`config.mk`:
```
export PLATFORM = sky130hd
export DESIGN_NAME = ncde_core
export DESIGN_NICKNAME = d
export VERILOG_FILES = /design/src/ncde_pkg.sv /design/src/ncde_cycle_timer.sv /design/src/ncde_skip_eval.sv /design/src/ncde_core.sv
export SDC_FILE = /design/constraint.sdc
export NUM_CORES = 1
export LEC_CHECK = 0
export BUFFER_PORTS_ARGS = -buffer_cell sky130_fd_sc_hd__buf_2
export CORE_ASPECT_RATIO = 0.75
export CORE_UTILIZATION = 50
export CTS_CLUSTER_SIZE = 40
export DETAILED_ROUTE_END_ITERATION = 7
export GPL_TIMING_DRIVEN = 1
export PLACE_DENSITY_LB_ADDON = 0.25
export SLEW_MARGIN = 20
export SYNTH_ARGS = -nofsm -noshare
export SYNTH_HDL_FRONTEND = slang
export SYNTH_SLANG_ARGS = --single-unit
```
`constraint.sdc`:
```
create_clock -name sys_clk -period 6.48 [get_ports sys_clk]
set_input_delay 1.944 -clock sys_clk [delete_from_list [all_inputs] [get_ports sys_clk]]
set_output_delay 1.944 -clock sys_clk [all_outputs]
set_load 0.01 [all_outputs]
```
`src/ncde_pkg.sv`:
```
// Shared constants, state type and decode helpers for the nibble core
package ncde_pkg;

    // Datapath widths
    localparam int PC_W = 9;
    localparam int NIB_W = 4;
    localparam int PTR_W = 6;
    localparam int RAM_WORDS = 64;

    // Instruction cycle timing: 16 us at an 8 ns system clock
    localparam int INSTR_CYCLE_NS = 16000;
    localparam int SYS_CLK_NS = 8;
    localparam int CYCLE_CLKS = INSTR_CYCLE_NS / SYS_CLK_NS;
    localparam int MIN_CYCLE_CLKS = 4;

    // Reset values
    localparam logic [PC_W-1:0] RESET_PC = 9'h000;
    localparam logic [NIB_W-1:0] RESET_NIB = 4'h0;
    localparam logic [7:0] RESET_BYTE = 8'h00;

    // Single-byte opcodes
    localparam logic [7:0] OP_CLEAR_ACC = 8'h00;
    localparam logic [7:0] OP_PREFIX = 8'h33;
    localparam logic [7:0] OP_TEST_CARRY = 8'h20;
    localparam logic [7:0] OP_TEST_EQUAL = 8'h21;
    localparam logic [7:0] OP_SWAP_SERIAL = 8'h4F;
    localparam logic [7:0] OP_IND_JUMP = 8'hFF;
    localparam logic [7:0] OP_TABLE_LOAD = 8'hBF;

    // Second bytes after the prefix
    localparam logic [7:0] OP2_PORT_ZERO = 8'h21;
    localparam logic [7:0] OP2_READ_LED = 8'h2E;
    localparam logic [7:0] OP2_READ_GEN = 8'h2A;
    localparam logic [7:0] OP2_WRITE_DIGIT = 8'h3E;
    localparam logic [7:0] OP2_WRITE_GEN = 8'h3A;
    localparam logic [3:0] OP2_SELECT_HI = 4'h6;

    // Two-byte long jump group and subroutine page
    localparam logic [3:0] OP_LONG_HI = 4'h6;
    localparam logic [2:0] SUB_PAGE = 3'b010;
    localparam logic [1:0] SUB_REGION = 2'b01;

    typedef enum {ST_FETCH, ST_SECOND, ST_INDIRECT} ncde_state_t;

    // Bit tests use 01, 11, 03, 13 for bits 0..3
    function automatic logic is_bit_test(input logic [7:0] op);
        return (op[7:5] == 3'b000) && (op[3:2] == 2'b00) && op[0];
    endfunction

    function automatic logic [1:0] bit_index(input logic [7:0] op);
        return {op[1], op[4]};
    endfunction

    // Immediate pointer load: 00 r 1xxx (digit 0 or 9..15)
    function automatic logic is_ptr_load(input logic [7:0] op);
        return (op[7:6] == 2'b00) && op[3];
    endfunction

    // Field holds digit minus one, so 1111 wraps to digit 0
    function automatic logic [NIB_W-1:0] ptr_load_digit(input logic [7:0] op);
        return NIB_W'(op[3:0] + 4'h1);
    endfunction

    function automatic logic is_two_byte(input logic [7:0] op);
        return (op == OP_PREFIX) ||
               ((op[7:4] == OP_LONG_HI) && (op[2:1] == 2'b00));
    endfunction

endpackage

```
`src/ncde_cycle_timer.sv`:
```
// Instruction cycle divider: address, data and execute strobes
`timescale 1ns/1ps
`default_nettype none

module ncde_cycle_timer #(
    parameter int CYCLE_CLKS = ncde_pkg::CYCLE_CLKS
) (
    input wire logic sys_clk,
    input wire logic reset,
    output logic addr_start,
    output logic data_start,
    output logic exec_strobe
);
    import ncde_pkg::*;

    localparam int CNT_W = $clog2(CYCLE_CLKS);
    localparam logic [CNT_W-1:0] LAST = CNT_W'(CYCLE_CLKS - 1);
    localparam logic [CNT_W-1:0] HALF = CNT_W'(CYCLE_CLKS / 2);

    // Elaboration check: fewer clocks would merge the strobes
    if (CYCLE_CLKS < MIN_CYCLE_CLKS) begin : g_cycle_check
        $error("cycle must span at least four clocks");
    end

    logic [CNT_W-1:0] count;

    // Free-running count over one instruction cycle
    always_ff @(posedge sys_clk or posedge reset) begin
        if (reset) begin
            count <= '0;
        end else if (count == LAST) begin
            count <= '0;
        end else begin
            count <= CNT_W'(count + 1'b1);
        end
    end

    // Strobes are registered so each is exactly one clock wide
    always_ff @(posedge sys_clk or posedge reset) begin
        if (reset) begin
            addr_start <= 1'b0;
            data_start <= 1'b0;
            exec_strobe <= 1'b0;
        end else begin
            addr_start <= (count == '0);
            data_start <= (count == HALF);
            exec_strobe <= (count == LAST);
        end
    end

endmodule
`default_nettype wire

```
`src/ncde_skip_eval.sv`:
```
// Skip condition evaluation for the test instructions
`timescale 1ns/1ps
`default_nettype none

module ncde_skip_eval (
    input wire logic [7:0] op,
    input wire logic prefixed,
    input wire logic [3:0] acc,
    input wire logic [3:0] mem,
    input wire logic carry_flag,
    input wire logic [3:0] gen_in,
    output logic skip_hit
);
    import ncde_pkg::*;

    // Prefixed tests look at the port, plain ones at carry and memory
    always_comb begin
        skip_hit = 1'b0;
        if (prefixed) begin
            if (op == OP2_PORT_ZERO) begin
                skip_hit = (gen_in == 4'h0);
            end else if (is_bit_test(op)) begin
                skip_hit = !gen_in[bit_index(op)];
            end
        end else begin
            if (op == OP_TEST_CARRY) begin
                skip_hit = carry_flag;
            end else if (op == OP_TEST_EQUAL) begin
                skip_hit = (acc == mem);
            end else if (is_bit_test(op)) begin
                skip_hit = !mem[bit_index(op)];
            end
        end
    end

endmodule
`default_nettype wire

```
`src/ncde_core.sv`:
```
// Decode and execute core for the nibble controller with external ROM
//
// Summary of operation
// - Pointer load byte sets row and digit
// - Digit field is value minus one, wraps
// - Following pointer loads skipped until another opcode
// - Prefixed 6y copies y into select latch
// - 20 skips on carry, 21 on equal
// - Prefixed 21 skips when port reads zero
// - Prefixed bit test skips on zero port bit
// - Plain bit test skips on zero memory bit
// - Read LED port to memory/acc; port to acc
// - Digit pointer to digit port; memory to port
// - 4F swaps acc with serial, carry to clock
// - FF loads low counter bits from ROM indirectly
// - Table load fetches indirect byte into output latch
// - Table load copies level one into level two
// - Skipped bytes each still cost one cycle
// - Indirect ops two cycles, one when skipped
// - Nine-bit counter runs across page boundaries
// - Last-word paging ops act from next page
// - In-page jump spans page or pages two-three
// - Subroutine page call loads page two
// - Pointer is two row bits, four digit
// - Serial register is four bits wide
`timescale 1ns/1ps
`default_nettype none

module ncde_core #(
    parameter int CYCLE_CLKS = ncde_pkg::CYCLE_CLKS
) (
    input wire logic sys_clk,
    input wire logic reset,
    input wire logic carry_flag,
    input wire logic [3:0] gen_port_in,
    input wire logic [7:0] led_port_in,
    input wire logic [7:0] program_bus_pins_in,
    output logic [7:0] program_bus_pins_out,
    output logic program_bus_pins_oe,
    output logic program_address_msb,
    output logic addr_data_flag,
    output logic skip_out,
    output logic [3:0] digit_outputs,
    output logic [3:0] general_port_out,
    output logic [7:0] lookup_latch,
    output logic [3:0] select_latch,
    output logic clock_output_latch,
    output logic [3:0] accumulator,
    output logic [3:0] serial_shift_counter
);
    import ncde_pkg::*;

    // Refuse cycle lengths that leave no room for both bus halves;
    // the address and data strobes would otherwise coincide
    if (CYCLE_CLKS < MIN_CYCLE_CLKS) begin : g_cycle_check
        $error("cycle length too short for the bus phases");
    end

    ncde_state_t state;
    logic [PC_W-1:0] pc;
    logic [PC_W-1:0] stack_level_one;
    logic [PC_W-1:0] stack_level_two;
    logic [1:0] row_pointer;
    logic [3:0] digit_pointer;
    logic skip;
    logic chain_skip;
    logic second_skip;
    logic ind_is_jump;
    logic [7:0] ind_low;
    logic [7:0] first_op;
    logic [NIB_W-1:0] ram [RAM_WORDS];

    logic addr_start;
    logic data_start;
    logic exec;
    logic skip_hit;
    logic [7:0] op;
    logic [NIB_W-1:0] mem;
    logic [PC_W-1:0] pc_inc;
    logic [PC_W-1:0] fetch_addr;
    logic run_first;
    logic run_second;
    logic run_prefixed;

    ncde_cycle_timer #(
        .CYCLE_CLKS(CYCLE_CLKS)
    ) u_timer (
        .sys_clk(sys_clk),
        .reset(reset),
        .addr_start(addr_start),
        .data_start(data_start),
        .exec_strobe(exec)
    );

    ncde_skip_eval u_skip (
        .op(op),
        .prefixed(state == ST_SECOND),
        .acc(accumulator),
        .mem(mem),
        .carry_flag(carry_flag),
        .gen_in(gen_port_in),
        .skip_hit(skip_hit)
    );

    // Fetched byte, addressed nibble and qualified execute conditions
    assign op = program_bus_pins_in;
    assign mem = ram[{row_pointer, digit_pointer}];
    assign pc_inc = PC_W'(pc + 1'b1);
    assign run_first = (state == ST_FETCH) && !skip &&
                       !(chain_skip && is_ptr_load(op));
    assign run_second = (state == ST_SECOND) && !second_skip;
    assign run_prefixed = run_second && (first_op == OP_PREFIX);

    // Indirect cycle reads through the latched {page msb, acc, mem}
    assign fetch_addr = (state == ST_INDIRECT) ? {pc[8], ind_low} : pc;

    // Multiplexed bus: address half first, then bus released for data
    always_ff @(posedge sys_clk or posedge reset) begin
        if (reset) begin
            program_bus_pins_out <= RESET_BYTE;
            program_bus_pins_oe <= 1'b0;
            program_address_msb <= 1'b0;
            addr_data_flag <= 1'b0;
            skip_out <= 1'b0;
        end else if (addr_start) begin
            program_bus_pins_out <= fetch_addr[7:0];
            program_address_msb <= fetch_addr[8];
            program_bus_pins_oe <= 1'b1;
            addr_data_flag <= 1'b1;
            skip_out <= ((state == ST_FETCH) && skip) ||
                        ((state == ST_SECOND) && second_skip);
        end else if (data_start) begin
            program_bus_pins_oe <= 1'b0;
            addr_data_flag <= 1'b0;
        end
    end

    // Sequencer: counter, stack, skip flags and cycle state
    always_ff @(posedge sys_clk or posedge reset) begin
        if (reset) begin
            state <= ST_FETCH;
            pc <= RESET_PC;
            stack_level_one <= RESET_PC;
            stack_level_two <= RESET_PC;
            skip <= 1'b0;
            chain_skip <= 1'b0;
            second_skip <= 1'b0;
            ind_is_jump <= 1'b0;
            ind_low <= RESET_BYTE;
            first_op <= RESET_BYTE;
        end else if (exec) begin
            unique case (state)
                ST_FETCH: begin
                    pc <= pc_inc;
                    first_op <= op;
                    if (!run_first) begin
                        // Skipped byte still burns its own cycle
                        skip <= 1'b0;
                        chain_skip <= chain_skip && is_ptr_load(op);
                        if (is_two_byte(op)) begin
                            state <= ST_SECOND;
                            second_skip <= 1'b1;
                        end
                    end else begin
                        chain_skip <= is_ptr_load(op);
                        skip <= skip_hit;
                        if (is_two_byte(op)) begin
                            state <= ST_SECOND;
                            second_skip <= 1'b0;
                        end else if (op == OP_IND_JUMP ||
                                     op == OP_TABLE_LOAD) begin
                            // Second cycle only when executed
                            state <= ST_INDIRECT;
                            ind_is_jump <= (op == OP_IND_JUMP);
                            ind_low <= {accumulator, mem};
                        end else if (op[7] && pc_inc[8:7] == SUB_REGION) begin
                            // Pages two and three share one jump region
                            pc <= {pc_inc[8:7], op[6:0]};
                        end else if (op[7:6] == 2'b11) begin
                            pc <= {pc_inc[8:6], op[5:0]};
                        end else if (op[7:6] == 2'b10) begin
                            stack_level_two <= stack_level_one;
                            stack_level_one <= pc_inc;
                            pc <= {SUB_PAGE, op[5:0]};
                        end
                    end
                end
                ST_SECOND: begin
                    // Long jumps are not decoded anywhere; second byte still runs the prefixed skip tests
                    pc <= pc_inc;
                    state <= ST_FETCH;
                    second_skip <= 1'b0;
                    if (run_second) begin
                        skip <= skip_hit;
                    end
                end
                ST_INDIRECT: begin
                    state <= ST_FETCH;
                    if (ind_is_jump) begin
                        // Page msb taken from the incremented counter
                        pc[7:0] <= op;
                    end else begin
                        // Push then pop leaves level one in level two
                        stack_level_two <= stack_level_one;
                    end
                end
            endcase
        end
    end

    // RAM pointer
    always_ff @(posedge sys_clk or posedge reset) begin
        if (reset) begin
            row_pointer <= 2'b00;
            digit_pointer <= RESET_NIB;
        end else if (exec && run_first && is_ptr_load(op)) begin
            row_pointer <= op[5:4];
            digit_pointer <= ptr_load_digit(op);
        end
    end

    // Accumulator, serial register and clock latch
    always_ff @(posedge sys_clk or posedge reset) begin
        if (reset) begin
            accumulator <= RESET_NIB;
            serial_shift_counter <= RESET_NIB;
            clock_output_latch <= 1'b0;
        end else if (exec && run_first && op == OP_SWAP_SERIAL) begin
            // Shift timing is left to the program's swap cadence
            accumulator <= serial_shift_counter;
            serial_shift_counter <= accumulator;
            clock_output_latch <= carry_flag;
        end else if (exec && run_first && op == OP_CLEAR_ACC) begin
            accumulator <= RESET_NIB;
        end else if (exec && run_prefixed && op == OP2_READ_LED) begin
            accumulator <= led_port_in[3:0];
        end else if (exec && run_prefixed && op == OP2_READ_GEN) begin
            accumulator <= gen_port_in;
        end
    end

    // Data memory write from the upper LED port nibble
    always_ff @(posedge sys_clk) begin
        if (exec && run_prefixed && op == OP2_READ_LED) begin
            ram[{row_pointer, digit_pointer}] <= led_port_in[7:4];
        end
    end

    // Output latches
    always_ff @(posedge sys_clk or posedge reset) begin
        if (reset) begin
            digit_outputs <= RESET_NIB;
            general_port_out <= RESET_NIB;
            select_latch <= RESET_NIB;
            lookup_latch <= RESET_BYTE;
        end else if (exec) begin
            if (run_prefixed && op == OP2_WRITE_DIGIT) begin
                digit_outputs <= digit_pointer;
            end
            if (run_prefixed && op == OP2_WRITE_GEN) begin
                general_port_out <= mem;
            end
            if (run_prefixed && op[7:4] == OP2_SELECT_HI) begin
                select_latch <= op[3:0];
            end
            if (state == ST_INDIRECT && !ind_is_jump) begin
                lookup_latch <= op;
            end
        end
    end
endmodule
`default_nettype wire

```
==> results.yml, run 1 <==
run_status:
  status: "completed"
floorplan:
  die_y_um: 152.0
  rows: 54
  die_area_sq_mm: 0.03072
  initial_core_util_pct: 51.17
  ios: 64
  core-area_sq_mm: 0.02932
  die_w_um: 202.0
finish:
  area_growth_pct: 12.03
  instances_no_fill: 1532
  final_util_pct: 57.33
  insertedDiodeCount: 0
  fill_cells: 2353
  final_nets: 1149
  drive_gt1_share_pct: 21.32
pwr:
  switching_share_pct: 20.35
  power_density_mw_per_mm2: 272.9
  p_int_mw: 3.655
  power.net_switching_mw: 0.9336
  p_leak_nw: 5.938
  p_seq_share_pct: 52.4
  combPwrFrac_pct: 2.0
  peakVddDrop_mv: 0.1542
  pwr-share-clk_pct: 45.7
  p_total_mw: 4.588
logic_synthesis:
  synth_edf_count: 256
  synthSimpleGateAreaFrac_pct: 10.03
  async_flop_share_pct: 26.22
  synth_mux_area_share_pct: 10.54
  synthTopCellsByArea: "edfxtp_1 51%, dfrtp_1 15%, mux2_2 4.8%"
  dominantRegCellSynth: "edfxtp_1"
  synth-seq-cells: 347
  synth_top_family_by_area: "multiplexers"
  synth_largest_area_cell: "edfxtp_1"
  netlist_area_sq_mm: 0.01501
  synth_top_area_share_pct: 51.23
  synth_warnings: 0
  synth_xor_xnor_area_share_pct: 0.7588
  seq_area_frac_synth_pct: 66.41
  synth_fa_ha_area_share_pct: 0.8338
  syn-num-nets: 1096
  synthesis.instances: 1063
  synth-compound-area-share_pct: 8.964
  synth.avg_cell_area_sq_um: 14.12
  ys_types: 80
place:
  port_buffers: 63
  dp_hpwl_um: 25220
  gp_congestion: 0.9023
  place_inst: 1471
clock_tree:
  post_cts_buffers: 0
  cts_buffers: 35
  cts_tree: "yes"
  clk_pin_slew_worst_paths_ns: 0.06
  clk_path_buf_depth: 3
  ctsHoldBuffers: 0
  cts_max_level: 2
  post_cts_resized: 0
  clk_latency_ns: 0.53
  ctsRootBufferMaster: "clkbuf_16"
  clock_sinks: 347
global_routing:
  grtUsageTotal_pct: 26.45
  grt_first_pass_wirelength_um: 60300
  antenna_found_initial: 0
  grt_pass1_vias: 9414
  grt_overflow_total: 0
  grt_max_degree: 74
setup_path:
  critPathRequiredTime_ns: 6.66
  timing.rr.start: "state[1]"
  worstSetupPathType: "primary input to flop"
  cp_cell_sequence: "buf_2 -> nor3b_1 -> and4_1 -> nand4_1 -> nor2_1"
  r2r_end: "ram[41][0]"
  startpoint_type: "primary input"
  r2r_slack_ns: 2.41
  reg2reg_depth: 8
  path_max_fanout: 10
  cpPeakStageDelay_ns: 0.88
  cpMaxStageDelayCell: "nand4_1"
  crit_arrival_ns: 4.78
  endpoint_kind: "flop"
drt:
  dr.pass1.iters: 5
  drt-met1-wl_um: 18220
  drt_wl_total_um: 39660
  drt-initial-drc-count: 1410
  vias: 9702
  wl_met3_um: 4493
  postRouteAntennaNets: 0
  routed_via_density: 6.333
  routedWlPerCell_um: 25.88
  met2_length_um: 15980
  highest_layer: "met4"
  drt_drc_violations_left: 0
job:
  cap_viol_max_count: 0
timing:
  period_needed_ns: 4.602
  skew_ns: 0.01511
  tightest_slew_ns: 1.170
  slew_violations: 0
  setup_tns_ns: 0
  whs_ns: 0.4951
  fmax_mhz: 217.3
  setup_viol: 0
  finalHoldViolations: 0
  min_period_over_period_pct: 71.02
  rsz0062_at_grt: "no"
  slew-limit-headroom_pct: 21.72
hold_path:
  hp-start: "addr_data_flag"
  hp-class: "flop to flop"
  hold_depth: 1
  hold_path_end: "addr_data_flag"
==> area by class of cell <==
cell class              count  area [sq um]  share of cell area, %
clock buffers              37         925.9                  5.508
clock inverters            24         256.5                  1.526
repair buffers             75         405.4                  2.411
multi-input cells         638          4691                  27.90
flip-flops and latches    347          9968                  59.30
inverters                  19         73.82                 0.4391
well taps                 392         490.5                  2.918
==> Yosys cell counts (21+ instances only) <==
library cell  number
nor2_1           119
nand2_1           62
nand3_1           23
mux2_2            64
clkbuf_1          32
a21oi_1           37
mux4_2            22
edfxtp_1         256
mux2i_1           29
o21ai_0           33
a22oi_1           21
dfrtp_1           91
a221oi_1          24
==> logic make-up (layout without fill, tap and decap cells) <==
logic type / count (synthesis) / after routing
mux: 119 / 119
simple gates: 307 / 307
flops: 347 / 347
buf+inv: 78 / 155
fa+ha+maj: 10 / 10
compound gates: 189 / 189
xor+xnor: 13 / 13
==> registers in the layout (all words and copies together) (netlist names), 2 cells and up <==
| register | cells |
|---|---|
| program_bus_pins_out | 8 |
| row_pointer | 2 |
| lookup_latch | 8 |
| first_op | 8 |
| ram | 256 |
| pc | 9 |
| ind_low | 8 |
| select_latch | 4 |
| general_port_out | 4 |
| serial_shift_counter | 4 |
| state | 2 |
| accumulator | 4 |
| digit_pointer | 4 |
| u_timer.count | 11 |
| digit_outputs | 4 |
==> placed cells by master (no fill, tap or decap), types with 8 or more instances in the layout <==
master	n
nand2_1	62
xor2_1	8
a22oi_1	21
ha_1	10
nand4_1	9
mux2_2	64
nor3_1	11
clkinv_2	9
nor2b_1	8
edfxtp_1	256
nand3_1	23
mux4_2	22
clkbuf_16	37
and3_1	16
buf_2	63
a221oi_1	24
inv_1	18
a21oi_1	37
o21ai_0	33
mux2i_1	29
buf_4	12
nor2_1	119
nor3b_1	8
dfrtp_1	88
==> metal layers <==
metal / GRT usage (%) / vias up
met5: 0 / -
met4: 7.612 / 0
met3: 8.065 / 73
met2: 34.23 / 574
met1: 42.28 / 4856
li1: - / 4199
==> worst max path at each step <==
| stage | startpoint | endpoint | depth (start not counted) |
|---|---|---|---|
| floorplan | reset | accumulator[0] | 1 |
| global placement | program_bus_pins_in[3] | ram[17][3] | 5 |
| detailed placement | program_bus_pins_in[3] | ram[9][1] | 5 |
| CTS | program_bus_pins_in[3] | ram[9][1] | 5 |
| global route | program_bus_pins_in[3] | ram[25][2] | 5 |
| finish | program_bus_pins_in[3] | ram[41][0] | 5 |
==> power groups by stage <==
stage	Combinational (mW)	Sequential, mW	Clock [mW]
2_1_floorplan	0.0325	2.45	0
3_3_place_gp	0.0897	2.45	0
3_5_place_dp	0.0913	2.45	0
4_1_cts	0.0911	2.40	2.11
5_1_grt	0.0992	2.40	2.20
6_report	0.0904	2.40	2.10
==> worst max-delay path: cells and delay by family <==
family        cells  cell delay [ns]
simple gates      4             2.62
buf+inv           1             0.21
==> metrics by stage <==
stage,cell area [sq um],setup WS (ns)
2_1_floorplan,15010,2.172
3_3_place_gp,15620,1.550
3_5_place_dp,15620,1.450
4_1_cts,16800,2.016
5_1_grt,16810,1.774
6_report,16810,1.878
No activity file was read; power rests on OpenSTA's default activity.
==> inputs of run 2 (changes only) <==
clock period = 4.2 ns   (was 6.48 ns; I/O delays follow)
==> run 2 against run 1 <==
Net effect: critical endpoint is now skip; first-iteration DRC count decreased by 24%; global-route usage grew 0.54 points; critical path depth rose by 4; highest routed layer unchanged; cell count rose by 1.8%; non-clock buffer count increased by 27; setup slack got worse by 1.2 ns; hold slack improved by 0.0034 ns; sequential power is 55% higher; clock power is 51% higher; clock skew increased by 0.0071 ns; total power grew 53%.
==> results.yml, run 2 (synthesis gave the netlist of run 1 again) <==
floorplan:
  die_y_um: 152.0
  core-area_sq_mm: 0.02932
  die_area_sq_mm: 0.03072
  initial_core_util_pct: 51.17
  ios: 64
  rows: 54
  die_w_um: 202.0
global_routing:
  antenna_found_initial: 0
  grt_overflow_total: 0
  grt_max_degree: 65
  grt_pass1_vias: 9647
  grtUsageTotal_pct: 26.99
  grt_first_pass_wirelength_um: 61540
timing:
  slew-limit-headroom_pct: 28.22
  min_period_over_period_pct: 84.38
  period_needed_ns: 3.544
  tightest_slew_ns: 1.073
  whs_ns: 0.4985
  rsz0062_at_grt: "no"
  setup_ws_ns: 0.6562
  fmax_mhz: 282.2
  setup_viol: 0
  skew_ns: 0.02225
  finalHoldViolations: 0
  setup_tns_ns: 0
  slew_violations: 0
clock_tree:
  post_cts_buffers: 0
  clk_latency_ns: 0.53
  cts_buffers: 35
  post_cts_resized: 0
  cts_tree: "yes"
  clk_pin_slew_worst_paths_ns: 0.06
  cts_max_level: 2
  ctsHoldBuffers: 0
  clock_sinks: 347
  ctsRootBufferMaster: "clkbuf_16"
  clk_path_buf_depth: 3
place:
  port_buffers: 63
  dp_slack_ns: 0.2591
  gp_congestion: 0.9323
  post_dp_cell_area_sq_mm: 0.01587
  place_inst: 1498
  dp_hpwl_um: 26620
setup_path:
  startpoint_type: "flop"
  path_max_fanout: 25
  crit_arrival_ns: 4.00
  critPathRequiredTime_ns: 4.66
  reg2reg_depth: 9
  worstSetupPathType: "flop to flop"
  endpoint_kind: "flop"
  r2r_slack_ns: 0.66
pwr:
  peakVddDrop_mv: 0.2312
  power_density_mw_per_mm2: 412.4
  p_leak_nw: 6.056
finish:
  largest_register_ff_count: 256
  final_nets: 1176
  fill_cells: 2326
  final_cell_mix: "256 x edfxtp_1, 119 x nor2_1, 88 x dfrtp_1"
  area_growth_pct: 13.46
  final_cell_area_sq_mm: 0.01703
  drive_gt1_share_pct: 22.43
  reg.largest.list: "ram: 256 flops, u_timer.count: 11 flops, pc: 9 flops"
  insertedDiodeCount: 0
  layout_commonest_cell: "edfxtp_1"
  largest_register: "ram"
  instances_no_fill: 1560
drt:
  dr.pass1.iters: 5
  drt-initial-drc-count: 1078
  drt_drc_violations_left: 0
  drt_wl_total_um: 40490
  routedWlPerCell_um: 25.96
  vias: 9804
  postRouteAntennaNets: 0
  routed_via_density: 6.285
job:
  cap_viol_max_count: 0
hold_path:
  hold_depth: 1
  hp-class: "flop to flop"
run_status:
  status: "completed"
==> run 2: power by group <==
group	internal (mW)	switching, mW	leakage, nW
Combinational	0.0374	0.109	2.05
Sequential	3.70	0.00900	3.46
Clock	1.87	1.30	0.552
==> run 2: layout make-up <==
type | instances | area (sq um) | share of cell area, %
Multi-Input combinational cell | 638 | 4679 | 27.49
Inverter | 19 | 73.82 | 0.4336
Clock buffer | 45 | 965.9 | 5.674
Sequential cell | 347 | 9968 | 58.55
Timing Repair Buffer | 102 | 658.1 | 3.866
Tap cell | 392 | 490.5 | 2.881
Clock inverter | 17 | 188.9 | 1.110
==> run 2: metal layers <==
layer,GRT usage (%),part of all wire [%],vias to the layer above
met5,0,0,-
met4,8.911,2.8,0
met3,8.430,11,88
met2,36.61,42,533
met1,40.99,44,4935
li1,-,-,4248
==> run 2: critical path: stages, from the launching register on <==
cell     delay [ns]
dfrtp_2        0.75
buf_12         0.27
mux2_2         0.35
nand2_1        0.08
a21oi_1        0.11
o31ai_1        0.42
nor4b_2        0.59
nand2_1        0.23
or4_1          0.56
nand3_1        0.09
==> run 2: final timing paths <==
| path | to | startpoint |
|---|---|---|
| min in group asynchronous | first_op[3] | reset |
| worst max-delay path | skip | digit_pointer[1] |
| worst max register to register | skip | digit_pointer[1] |
| worst min register to register | addr_data_flag | addr_data_flag |
| worst min-delay path | addr_data_flag | addr_data_flag |
| max in group asynchronous | lookup_latch[1] | reset |
==> run 2: stage by stage <==
stage	util [%]	power (mW)
4_1_cts	58.06	7.042
6_report	58.06	7.021
5_1_grt	58.06	7.180
2_1_floorplan	-	3.826
3_5_place_dp	54.12	3.923
3_3_place_gp	54.12	3.920
